$ cat src/lqta_defs.svh
// Offsets, field positions and reset values of the threshold access block
`ifndef LQTA_DEFS_SVH
`define LQTA_DEFS_SVH

// Register indices; byte address is four times the index
`define LQTA_IDX_MONITOR   5'h1D
`define LQTA_IDX_ACCESS    5'h1E

// Access register fields
`define LQTA_RSVD_HI       15
`define LQTA_RSVD_LO       14
`define LQTA_SAMPLE_BIT    13
`define LQTA_TRIGGER_BIT   12
`define LQTA_SEL_HI        11
`define LQTA_SEL_LO        9
`define LQTA_HL_BIT        8
`define LQTA_DATA_HI       7
`define LQTA_DATA_LO       0

// Monitor control register fields
`define LQTA_MON_EN_BIT    15
`define LQTA_WARN_HI       9

// Reset values and threshold limits
`define LQTA_ACCESS_RST    16'h0000
`define LQTA_MON_RST       16'h0000
`define LQTA_THR_LOW_RST   8'h00
`define LQTA_THR_HIGH_RST  8'hFF
`define LQTA_THR_MIN       8'h00
`define LQTA_THR_MAX       8'hFF

// Bus responses
`define LQTA_RESP_OKAY     2'b00
`define LQTA_RESP_SLVERR   2'b10

`endif

$ cat src/lqta_pkg.sv
// Types shared by the threshold access block
`default_nettype none
package lqta_pkg;

  typedef enum logic [2:0] {
    SEL_EQ_C1    = 3'b000,
    SEL_GAIN     = 3'b001,
    SEL_BASELINE = 3'b010,
    SEL_FREQ_OFS = 3'b011,
    SEL_FREQ_CTL = 3'b100
  } param_sel_t;

  typedef enum logic {
    RD_IDLE = 1'b0,
    RD_RESP = 1'b1
  } rd_state_t;

  typedef logic [4:0][7:0] param_bus_t;

endpackage : lqta_pkg

`default_nettype wire

$ cat src/thr_bank_if.sv
// Carrier between the register front end and the threshold bank
`timescale 1ns/1ps
`default_nettype none

interface thr_bank_if;
  logic       wr_en;
  logic [3:0] wr_addr;
  logic [7:0] wr_data;
  logic [3:0] rd_addr;
  logic [7:0] rd_data;
  logic [9:0] exceed;

  modport ctrl (
    output wr_en, wr_addr, wr_data, rd_addr,
    input  rd_data, exceed
  );

  modport bank (
    input  wr_en, wr_addr, wr_data, rd_addr,
    output rd_data, exceed
  );
endinterface : thr_bank_if

`default_nettype wire

$ cat src/thr_bank.sv
// Ten threshold slots and their comparisons against live parameters
`timescale 1ns/1ps
`default_nettype none
`include "lqta_defs.svh"

module thr_bank #(
  parameter int SLOTS = 10
) (
  // Clock and reset
  input  wire logic              aclk,
  input  wire logic              aresetn,
  // Live adapted parameters
  input  wire lqta_pkg::param_bus_t param_value,
  // Front end
  thr_bank_if.bank               bus
);
  import lqta_pkg::*;

  if (SLOTS != 10) begin : g_bad_slots
    $error("thr_bank serves exactly ten slots");
  end

  logic [7:0] slot_q [SLOTS];

  assign bus.rd_data = (bus.rd_addr < 4'(SLOTS)) ? slot_q[bus.rd_addr]
                                                 : 8'h00;

  for (genvar i = 0; i < SLOTS; i++) begin : g_slot
    localparam bit IS_HIGH = (i % 2) == 1;
    wire [7:0] live = param_value[i / 2];
    always_ff @(posedge aclk) begin
      if (!aresetn) begin
        slot_q[i] <= IS_HIGH ? `LQTA_THR_HIGH_RST : `LQTA_THR_LOW_RST;
      end else if (bus.wr_en && bus.wr_addr == 4'(i)) begin
        slot_q[i] <= bus.wr_data;
      end
    end
    if (IS_HIGH) begin : g_hi
      assign bus.exceed[i] = (slot_q[i] != `LQTA_THR_MAX) &&
                             (live > slot_q[i]);
    end else begin : g_lo
      assign bus.exceed[i] = (slot_q[i] != `LQTA_THR_MIN) &&
                             (live < slot_q[i]);
    end
  end

endmodule : thr_bank

`default_nettype wire

$ cat src/lq_threshold_access.sv
// Link quality threshold access register with AXI4-Lite slave
//
// The implementer's own choice: the AXI4-Lite slave port.
`timescale 1ns/1ps
`default_nettype none
`include "lqta_defs.svh"

// Overview of operation
// - Bits 15:14 ignore writes and always read zero.
// - Writing sample bit one samples selected parameter; data reads values.
// - Writing trigger one stores data byte into addressed threshold slot, except while power_down is high.
// - Trigger bit is a pulse and always reads zero.
// - Three-bit select picks one of five adapted parameters.
// - Same select addresses sampling, threshold reads and threshold writes.
// - Threshold select bit: zero low threshold, one high threshold.
// - Select and low/high bit together address ten threshold slots.
// - With sample bit zero, written data byte is the threshold value.
// - With sample bit zero, reads return the addressed threshold.
// - With sample bit one, reads return a frozen sampled value.
// - High threshold at maximum or low threshold at minimum disables that comparison.
// - Exceeded threshold sets warning flag while monitor enabled and link up, cleared by reading monitor.

module lq_threshold_access #(
  parameter int ADDR_W = 8
) (
  // Clock and reset
  input  wire logic                 aclk,
  input  wire logic                 aresetn,
  // Write address channel
  input  wire logic [ADDR_W-1:0]    awaddr,
  input  wire logic [2:0]           awprot,
  input  wire logic                 awvalid,
  output logic                      awready,
  // Write data channel
  input  wire logic [31:0]          wdata,
  input  wire logic [3:0]           wstrb,
  input  wire logic                 wvalid,
  output logic                      wready,
  // Write response channel
  output logic [1:0]                bresp,
  output logic                      bvalid,
  input  wire logic                 bready,
  // Read address channel
  input  wire logic [ADDR_W-1:0]    araddr,
  input  wire logic [2:0]           arprot,
  input  wire logic                 arvalid,
  output logic                      arready,
  // Read data channel
  output logic [31:0]               rdata,
  output logic [1:0]                rresp,
  output logic                      rvalid,
  input  wire logic                 rready,
  // Receiver side, same clock
  input  wire lqta_pkg::param_bus_t param_value,
  input  wire logic                 link_100_up,
  input  wire logic                 power_down
);
  import lqta_pkg::*;

  // Reset images as constants; a literal cannot be bit-selected
  localparam logic [15:0] ACC_RST = `LQTA_ACCESS_RST;
  localparam logic [15:0] MON_RST = `LQTA_MON_RST;

  if (ADDR_W < 7 || ADDR_W > 32) begin : g_bad_addr
    $error("ADDR_W must hold byte address of index 1Eh");
  end

  thr_bank_if tb ();

  thr_bank #(
    .SLOTS       (10)
  ) u_bank (
    .aclk        (aclk),
    .aresetn     (aresetn),
    .param_value (param_value),
    .bus         (tb.bank)
  );

  // Write side state
  logic              aw_hold_q;
  logic              w_hold_q;
  logic [ADDR_W-1:0] awaddr_q;
  logic [31:0]       wdata_q;
  logic [3:0]        wstrb_q;
  logic              awready_q;
  logic              wready_q;
  logic              bvalid_q;
  logic [1:0]        bresp_q;

  // Read side state
  rd_state_t         rd_state_q;
  logic              arready_q;
  logic              rvalid_q;
  logic [31:0]       rdata_q;
  logic [1:0]        rresp_q;

  // Access register fields
  logic              sample_q;
  param_sel_t        sel_q;
  logic              hl_q;
  logic [7:0]        held_q;

  // Monitor control fields
  logic              mon_en_q;
  logic              link_up_q;
  logic [9:0]        warn_q;
  wire  [9:0]        warn_d;

  // Handshakes
  wire aw_take = awvalid && awready_q;
  wire w_take  = wvalid && wready_q;
  wire ar_take = arvalid && arready_q;
  wire do_write = aw_hold_q && w_hold_q && !bvalid_q;

  wire aw_hold_d = aw_take || (aw_hold_q && !do_write);
  wire w_hold_d  = w_take || (w_hold_q && !do_write);

  // Address decode
  wire [ADDR_W-3:0] aw_word = awaddr_q[ADDR_W-1:2];
  wire [ADDR_W-3:0] ar_word = araddr[ADDR_W-1:2];
  wire wr_access  = aw_word == (ADDR_W-2)'(`LQTA_IDX_ACCESS);
  wire wr_monitor = aw_word == (ADDR_W-2)'(`LQTA_IDX_MONITOR);
  wire rd_access  = ar_word == (ADDR_W-2)'(`LQTA_IDX_ACCESS);
  wire rd_monitor = ar_word == (ADDR_W-2)'(`LQTA_IDX_MONITOR);
  wire wr_mapped  = wr_access || wr_monitor;
  wire rd_mapped  = rd_access || rd_monitor;

  wire [15:0] acc_cur = {2'b00, sample_q, 1'b0, sel_q, hl_q, 8'h00};
  wire [7:0]  hi_byte = wstrb_q[1] ? wdata_q[15:8] : acc_cur[15:8];

  wire        new_sample = hi_byte[`LQTA_SAMPLE_BIT-8];
  wire [2:0]  new_sel    = hi_byte[`LQTA_SEL_HI-8:`LQTA_SEL_LO-8];
  wire        new_hl     = hi_byte[`LQTA_HL_BIT-8];
  wire        sel_ok     = new_sel <= SEL_FREQ_CTL;

  wire acc_write = do_write && wr_access;
  wire mon_write = do_write && wr_monitor;
  // Upper byte lane carries every control bit
  wire acc_hi_we = acc_write && wstrb_q[1];
  wire mon_hi_we = mon_write && wstrb_q[1];

  wire trigger = acc_hi_we && wdata_q[`LQTA_TRIGGER_BIT];

  wire thr_write = trigger && !power_down && sel_ok;

  // slot index is select then low/high
  assign tb.wr_addr = {new_sel, new_hl};
  // read slot follows the stored select
  assign tb.rd_addr = {sel_q, hl_q};
  assign tb.wr_data = wdata_q[`LQTA_DATA_HI:`LQTA_DATA_LO];
  assign tb.wr_en   = thr_write;

  wire sample_write = acc_write && new_sample;
  wire [7:0] live_sel = sel_ok ? param_value[new_sel] : 8'h00;

  // warnings gated by enable and link
  wire       warn_arm = mon_en_q && link_up_q;
  wire [9:0] warn_set = tb.exceed & {10{warn_arm}};
  wire       warn_clr = ar_take && rd_monitor;

  // one sticky flag per threshold; set wins over clear
  for (genvar f = 0; f < 10; f++) begin : g_warn
    assign warn_d[f] = warn_set[f] || (warn_q[f] && !warn_clr);
  end

  wire [7:0] data_rd = sample_q ? held_q : tb.rd_data;

  wire [15:0] acc_rd = {2'b00, sample_q, 1'b0, sel_q, hl_q, data_rd};
  wire [15:0] mon_rd = {mon_en_q, 5'b00000, warn_q};

  wire [31:0] acc_word = {16'h0000, acc_rd};
  wire [31:0] mon_word = {16'h0000, mon_rd};

  // Unmapped words read as zero with an error response
  wire [31:0] rd_word = rd_access  ? acc_word :
                        rd_monitor ? mon_word :
                                     32'h0000_0000;

  // Write address holding
  always_ff @(posedge aclk) begin
    if (!aresetn) begin
      aw_hold_q <= 1'b0;
      awaddr_q  <= '0;
      awready_q <= 1'b0;
    end else begin
      aw_hold_q <= aw_hold_d;
      awready_q <= !aw_hold_d;
      if (aw_take) begin
        awaddr_q <= awaddr;
      end
    end
  end

  // Write data holding
  always_ff @(posedge aclk) begin
    if (!aresetn) begin
      w_hold_q <= 1'b0;
      wdata_q  <= 32'h0000_0000;
      wstrb_q  <= 4'h0;
      wready_q <= 1'b0;
    end else begin
      w_hold_q <= w_hold_d;
      wready_q <= !w_hold_d;
      if (w_take) begin
        wdata_q <= wdata;
        wstrb_q <= wstrb;
      end
    end
  end

  // Write response; unmapped gets an error
  always_ff @(posedge aclk) begin
    if (!aresetn) begin
      bvalid_q <= 1'b0;
      bresp_q  <= `LQTA_RESP_OKAY;
    end else if (do_write) begin
      bvalid_q <= 1'b1;
      bresp_q  <= wr_mapped ? `LQTA_RESP_OKAY : `LQTA_RESP_SLVERR;
    end else if (bready) begin
      bvalid_q <= 1'b0;
    end
  end

  // Access register fields
  always_ff @(posedge aclk) begin
    if (!aresetn) begin
      sample_q <= ACC_RST[`LQTA_SAMPLE_BIT];
      sel_q    <= param_sel_t'(ACC_RST[`LQTA_SEL_HI:`LQTA_SEL_LO]);
      hl_q     <= ACC_RST[`LQTA_HL_BIT];
    end else if (acc_hi_we) begin
      sample_q <= new_sample;
      sel_q    <= param_sel_t'(new_sel);
      hl_q     <= new_hl;
    end
  end

  // Sampled value stays frozen between sample writes
  always_ff @(posedge aclk) begin
    if (!aresetn) begin
      held_q <= 8'h00;
    end else if (sample_write) begin
      held_q <= live_sel;
    end
  end

  // Link qualifier registered to break the compare path
  always_ff @(posedge aclk) begin
    if (!aresetn) begin
      link_up_q <= 1'b0;
    end else begin
      link_up_q <= link_100_up;
    end
  end

  // Monitor control and warning flags
  always_ff @(posedge aclk) begin
    if (!aresetn) begin
      mon_en_q <= MON_RST[`LQTA_MON_EN_BIT];
      warn_q   <= 10'h000;
    end else begin
      warn_q <= warn_d;
      if (mon_hi_we) begin
        mon_en_q <= wdata_q[`LQTA_MON_EN_BIT];
      end
    end
  end

  // Read channel: one read at a time
  always_ff @(posedge aclk) begin
    if (!aresetn) begin
      rd_state_q <= RD_IDLE;
      arready_q  <= 1'b0;
      rvalid_q   <= 1'b0;
      rdata_q    <= 32'h0000_0000;
      rresp_q    <= `LQTA_RESP_OKAY;
    end else begin
      unique case (rd_state_q)
        RD_IDLE: begin
          arready_q <= 1'b1;
          if (ar_take) begin
            rd_state_q <= RD_RESP;
            arready_q  <= 1'b0;
            rvalid_q   <= 1'b1;
            rdata_q    <= rd_word;
            rresp_q    <= rd_mapped ? `LQTA_RESP_OKAY
                                    : `LQTA_RESP_SLVERR;
          end
        end
        RD_RESP: begin
          if (rready) begin
            rd_state_q <= RD_IDLE;
            rvalid_q   <= 1'b0;
            arready_q  <= 1'b1;
          end
        end
      endcase
    end
  end

  // Outputs straight from flops
  assign awready = awready_q;
  assign wready  = wready_q;
  assign bvalid  = bvalid_q;
  assign bresp   = bresp_q;
  assign arready = arready_q;
  assign rvalid  = rvalid_q;
  assign rdata   = rdata_q;
  assign rresp   = rresp_q;

endmodule : lq_threshold_access

`default_nettype wire

$ cat config.mk
export PLATFORM = sky130hd
export DESIGN_NAME = lq_threshold_access
export DESIGN_NICKNAME = d
export VERILOG_FILES = /design/src/lqta_pkg.sv /design/src/thr_bank_if.sv /design/src/thr_bank.sv /design/src/lq_threshold_access.sv
export VERILOG_INCLUDE_DIRS = /design/src
export SDC_FILE = /design/constraint.sdc
export NUM_CORES = 1
export LEC_CHECK = 0
export ABC_CLOCK_PERIOD_IN_PS = 4400
export BUFFER_PORTS_ARGS = -buffer_cell sky130_fd_sc_hd__clkbuf_2
export CORE_UTILIZATION = 42
export CTS_CLUSTER_DIAMETER = 80
export CTS_CLUSTER_SIZE = 14
export DETAILED_ROUTE_END_ITERATION = 10
export GPL_TIMING_DRIVEN = 0
export SETUP_SLACK_MARGIN = 0.02
export SKIP_CTS_REPAIR_TIMING = 1
export SLEW_MARGIN = 20
export SYNTH_ARGS = -nofsm -noshare
export SYNTH_HDL_FRONTEND = slang
export SYNTH_SLANG_ARGS = --single-unit
$ cat constraint.sdc
create_clock -name aclk -period 4.4 [get_ports aclk]
set_input_delay 0.66 -clock aclk [delete_from_list [all_inputs] [get_ports aclk]]
set_output_delay 0.66 -clock aclk [all_outputs]
set_load 0.01 [all_outputs]
==> flow_metrics.tcl, run 1 <==
set metrics [dict create \
    grt_pass1_wl_mm 41.51 \
    ios 148 \
    area_growth_pct 16.77 \
    dp_hpwl_mm 21.82 \
    worst_hold_path.num_cells 3 \
    rrSetupSlack_ns 1.72 \
    ys.flop_type "edfxtp_1" \
    cp.arrival_ns 2.74 \
    cts_tree "built" \
    r2r-start "sel_q[1]" \
    worstPathCellList "or2b_1 -> o21ai_2 -> nand3_2 -> o21ai_1" \
    tightest_slew_ns 1.049 \
    fp.dieW_um 149.0 \
    slowest_delay_ns 0.71 \
    rsz0062_at_grt "false" \
    wl_per_cell_um 20.20 \
    yosysTopAreaCell "edfxtp_1" \
    io_buffers 97 \
    synth_edf_count 80 \
    syn_inst 954 \
    grt_pass1_vias 7059 \
    drcViolationCount 0 \
    track_usage_pct 25.64 \
    final_common_cell "nand2_1" \
    setup_violations 0 \
    num_rows 53 \
    synth_top_area_share_pct 26.47 \
    critPathLaunchType "flop" \
    htree_levels 4 \
    leakage_nw 4.457 \
    numCtsBuffers 17 \
    period_minus_slack_ns 2.682 \
    post_drt_via_cell_ratio 5.511 \
    cts_root_buf "clkbuf_16" \
    p_per_area_mw_per_mm2 320.4 \
    yosys-top-cells-area "edfxtp_1 26%, dfxtp_1 17%, ha_1 10%" \
    antenna_found_initial 0 \
    cts_max_path_buffers 2 \
    status "finished clean" \
    cp-end-kind "flop" \
    layout-drive-gt1-share_pct 20.24 \
    r2r_cells 4 \
    totalWireLength_mm 27.81 \
    cp.buffers_inverters 0 \
    clkTransAtPathRegs_ns 0.08 \
    first_pass_iters 5 \
    hold_class "input pin to flop" \
    synthArstFlopShare_pct 0 \
    die_h_um 149.0 \
    critPathSlowestCell "o21ai_1" \
    diodes 0 \
    slew_headroom_pct 29.30 \
    ant_nets 0 \
    slew_violations 0 \
    clock-sinks 155 \
    most-common-layout-cells "121 x nand2_1, 97 x clkbuf_2, 80 x edfxtp_1, 79 x inv_1" \
    critical-path-top-delay-family "compound AO/OA/AOI/OAI gates" \
    skew_ns 0.01908 \
    die-area_mm2 0.02220 \
    finalPower_mw 3.395 \
    postSynthAreaPerCell_um2 9.513 \
    whs_endpoint "wstrb_q[1]" \
    rr_endpoint "u_bank.slot_q[4][7]" \
    grt_max_degree 20 \
    ys_ff_latch 155 \
    first_iter_violations 619 \
    finalWeightedCongestion 0.9633 \
    worstPathRequired_ns 4.45 \
    vias 7588 \
    synth.distinct_cells 56 \
    initial_utilization_pct 43.03 \
    drv_cap 0 \
    critPathKind "flop to flop" \
    clk_latency_ns 0.44 \
    fmax_mhz 372.8 \
    min_from "wstrb[1]" \
    overflow 0 \
    ys_seq_area_share_pct 43.02 \
    ir_worst_vdd_v 0.0002748 \
    tns_ns 0 \
    core_mm2 0.02109 \
    syn_area_mm2 0.009075 \
    fin_crit_sh_pct 60.97 \
    synth_warnings 0 \
    hold_viol 0 \
    worstPathMaxFanout 9 \
    finalNetCount 1271 \
]
==> logic make-up (layout without fill, tap and decap cells) <==
family,after synthesis,count (layout),synth area share [%]
AO/OA/AOI/OAI,196,196,13.46
XOR/XNOR,1,1,0.09653
adder cells (fa/ha/maj),75,75,10.34
buffers and inverters,140,269,6.783
flip-flops,155,155,43.02
multiplexers,34,34,6.094
other,1,20,0.04132
AND/OR/NAND/NOR,352,352,20.17
==> layer usage <==
metal  global-route usage, %  vias to the layer above  share of wire (%)  wire length [um]
li1                        -                     3625                  -                 -
met1                   34.34                     3605                 44             12340
met2                   40.53                      318                 45             12490
met3                   5.872                       40                8.4              2328
met4                   9.031                        0                2.4               655
met5                       0                        -                  0                 0
==> tightest hold or removal path, stage by stage <==
cell and delay, ns:
clkbuf_2 0.08, nand2_1 0.05, a21oi_1 0.05
==> cells in the mapped netlist (all sizes together) (5+ instances only) <==
cell type	n
a22oi	5
nand2	121
and2	45
a21boi	6
nor2	53
mux2	10
a221oi	15
o21a	6
dfxtp	75
inv	79
or2	42
o21ai	47
a211o	5
mux2i	8
a21o	6
a31oi	20
nor4	11
buf	31
nand3	23
nor2b	8
nor3	7
o211ai	7
ha	75
edfxtp	80
nand4	15
nand2b	9
a32o	7
a21oi	67
mux4	16
clkbuf	30
==> stage by stage <==
stage | utilization [%] | cell area [um2] | cells | hold slack, ns | setup WS (ns)
2_1_floorplan | - | 9146 | 973 | 0.4311 | 2.120
3_3_place_gp | 47.31 | 9976 | 1345 | 0.4408 | 1.330
3_5_place_dp | 47.34 | 9982 | 1345 | 0.4433 | 1.478
4_1_cts | 50.25 | 10600 | 1377 | 0.4237 | 1.481
5_1_grt | 50.25 | 10600 | 1377 | 0.4346 | 1.526
6_report | 50.25 | 10600 | 1377 | 0.4357 | 1.718
==> cell type report <==
class | count | area, um2
Clock inverter | 15 | 188.9
Buffer | 61 | 319.1
Fill cell | 2013 | 10490
Clock buffer | 17 | 425.4
Timing Repair Buffer | 97 | 485.5
Tap cell | 275 | 344.1
Sequential cell | 155 | 3904
Multi-Input combinational cell | 678 | 4633
Inverter | 79 | 296.5
==> how the worst max path moves through the flow <==
stage / startpoint / end / slack (ns) / cells after the start
final: sel_q[1] / u_bank.slot_q[4][7] / 1.72 / 4
after global routing: wstrb_q[1] / u_bank.slot_q[3][7] / 1.53 / 6
after CTS: sel_q[1] / u_bank.slot_q[7][4] / 1.48 / 4
after detailed placement: araddr[7] / warn_q[2] / 1.48 / 7
after global placement: araddr[7] / warn_q[6] / 1.33 / 7
after floorplan: power_down / u_bank.slot_q[4][0] / 2.12 / 4
==> flip-flops by register name, summed over array words and instances (netlist names), 3 cells and up, named ones only <==
signal,cells
awaddr_q,6
held_q,8
rdata,14
sel_q,3
u_bank.slot_q,80
warn_q,10
wdata_q,15
==> power breakdown <==
group / switching [mW] / internal, mW / leakage (nW)
clock: 0.728 / 0.777 / 0.299
sequential: 0.0334 / 1.55 / 1.29
combinational: 0.188 / 0.119 / 2.87
total: 0.949 / 2.45 / 4.46
(Power assumes the default switching activity.)
==> run 2: changes to the inputs <==
- ABC_CLOCK_PERIOD_IN_PS: 4400 -> 2700
- clock period: 4.4 -> 2.7 ns (I/O delays scaled with it)
==> run 2 against run 1 <==
Net effect: final cell count unchanged; global-route usage unchanged; largest power group unchanged; setup slack got worse by 1.6 ns; largest cell class unchanged; sequential share of layout area decreased by 0.052 points.
==> flow_metrics.tcl, run 2 (synthesis results as in run 1) <==
set metrics [dict create \
    fp.dieW_um 149.0 \
    highest_layer "met4" \
    grt_pass1_vias 7059 \
    swShare_pct 28.06 \
    worstPathCellList "or2b_1 -> o21ai_2 -> nand3_2 -> or3_4 -> or2_1" \
    slew_headroom_pct 37.85 \
    clkTransAtPathRegs_ns 0.08 \
    largest_reg_flops 80 \
    ant_nets 0 \
    p_clk_share_pct 44.4 \
    htree_levels 4 \
    fmax_mhz 394.6 \
    io_buffers 97 \
    seqPwrFrac_pct 46.6 \
    ios 148 \
    grt_max_degree 20 \
    first_pass_iters 5 \
    num_rows 53 \
    share_comb_of_total_power_pct 9.1 \
    overflow 0 \
    critPathSlowestCell "o21ai_2" \
    clk_latency_ns 0.44 \
    hold_viol 0 \
    most-common-layout-cells "121 x nand2_1, 97 x clkbuf_2, 80 x edfxtp_1, 79 x inv_1" \
    post_drt_via_cell_ratio 5.492 \
    drcViolationCount 0 \
    diodes 0 \
    finalNetCount 1271 \
    cp-end-kind "flop" \
    whs_endpoint "wstrb_q[1]" \
    drv_cap 0 \
    tightest_slew_ns 0.9063 \
    track_usage_pct 25.64 \
    finalPower_mw 5.541 \
    fin_ws_ns 0.1655 \
    seqCellArea_mm2 0.003904 \
    cts_root_buf "clkbuf_16" \
    numCtsBuffers 17 \
    slew_violations 0 \
    finalWeightedCongestion 0.9633 \
    power.switching_mw 1.555 \
    initial_utilization_pct 43.03 \
    period_minus_slack_ns 2.534 \
    totalWireLength_mm 27.77 \
    antenna_found_initial 0 \
    critical-path-top-delay-family "simple AND/OR/NAND/NOR gates" \
    dp_hpwl_mm 21.82 \
    dpl_worst_slack_ns -0.2062 \
    clock-sinks 155 \
    rrSetupSlack_ns 0.17 \
    first_iter_violations 631 \
    wl_per_cell_um 20.16 \
    setup_violations 0 \
    p_per_area_mw_per_mm2 522.2 \
    critPathKind "flop to flop" \
    status "finished clean" \
    worst_hold_path.num_cells 3 \
    regMostFlops "u_bank.slot_q" \
    leakage_nw 4.462 \
    wl_met3_mm 2.304 \
    r2r-start "sel_q[1]" \
    p_int_mw 3.986 \
    slowest_delay_ns 0.52 \
    grt_pass1_wl_mm 41.51 \
    core_mm2 0.02109 \
    fin_crit_sh_pct 93.87 \
    r2r_cells 5 \
    cp.arrival_ns 2.71 \
    routed-wl-met2_mm 12.41 \
    hold_class "input pin to flop" \
    final_common_cell "nand2_1" \
    worstPathMaxFanout 9 \
    nFillCells 2009 \
    area_growth_pct 16.93 \
    cts_tree "built" \
    layout-drive-gt1-share_pct 20.60 \
    die_h_um 149.0 \
    die-area_mm2 0.02220 \
    worstPathRequired_ns 2.88 \
    cp.buffers_inverters 0 \
    skew_ns 0.01765 \
    critPathLaunchType "flop" \
    cts_max_path_buffers 2 \
    met1_length_mm 12.32 \
    multi_input_area_mm2 0.004648 \
    ir_worst_vdd_v 0.0004491 \
    rsz0062_at_grt "false" \
    rr_endpoint "u_bank.slot_q[7][1]" \
    vias 7562 \
    min_from "wstrb[1]" \
]
## run 2: worst max-delay path by stage
stage	from	slack, ns	cells past startpoint	endpoint
floorplan	wdata_q[9]	0.51	5	u_bank.slot_q[4][0]
global placement	sel_q[1]	-0.26	4	u_bank.slot_q[4][6]
detailed placement	sel_q[1]	-0.21	4	u_bank.slot_q[7][4]
CTS	sel_q[1]	-0.22	4	u_bank.slot_q[7][4]
global route	sel_q[1]	0.05	5	u_bank.slot_q[7][6]
finish	sel_q[1]	0.17	5	u_bank.slot_q[7][1]
## run 2: metal layers
metal | track usage [%] | vias to the layer above
li1 | - | 3622
met1 | 34.34 | 3577
met2 | 40.53 | 315
met3 | 5.872 | 48
met4 | 9.031 | 0
met5 | 0 | -
## run 2: per-stage QoR
| step | TNS [ns] | utilization (%) | instance area [um2] | instances | hold WS (ns) |
|---|---|---|---|---|---|
| 2_1_floorplan | 0 | - | 9146 | 973 | 0.4311 |
| 3_3_place_gp | -6.563 | 47.31 | 9976 | 1345 | 0.4408 |
| 3_5_place_dp | -2.491 | 47.34 | 9982 | 1345 | 0.4433 |
| 4_1_cts | -2.744 | 50.25 | 10600 | 1377 | 0.1687 |
| 5_1_grt | 0 | 50.32 | 10610 | 1377 | 0.1796 |
| 6_report | 0 | 50.32 | 10610 | 1377 | 0.1839 |
## run 2: tightest hold or removal path, delay by kind of cell
family	cells	cell delay, ns
AND/OR/NAND/NOR	1	0.05
AO/OA/AOI/OAI	1	0.05
buffers and inverters	1	0.08
## run 2: final cells by class
class                   instances  area share [%]
inverters                      79           2.794
well taps                     275           3.243
multi-input cells             678           43.80
plain buffers                  61           3.007
flip-flops and latches        155           36.79
clock inverters                15           1.780
clock buffers                  17           4.009
repair buffers                 97           4.575
## run 2: power by group through the flow
stage | Combinational [mW] | Sequential [mW] | Clock (mW)
detailed placement | 0.497 | 2.63 | 0
global route | 0.561 | 2.59 | 2.57
CTS | 0.499 | 2.58 | 2.48
finish | 0.502 | 2.58 | 2.46
floorplan | 0.286 | 2.62 | 0
global placement | 0.490 | 2.63 | 0
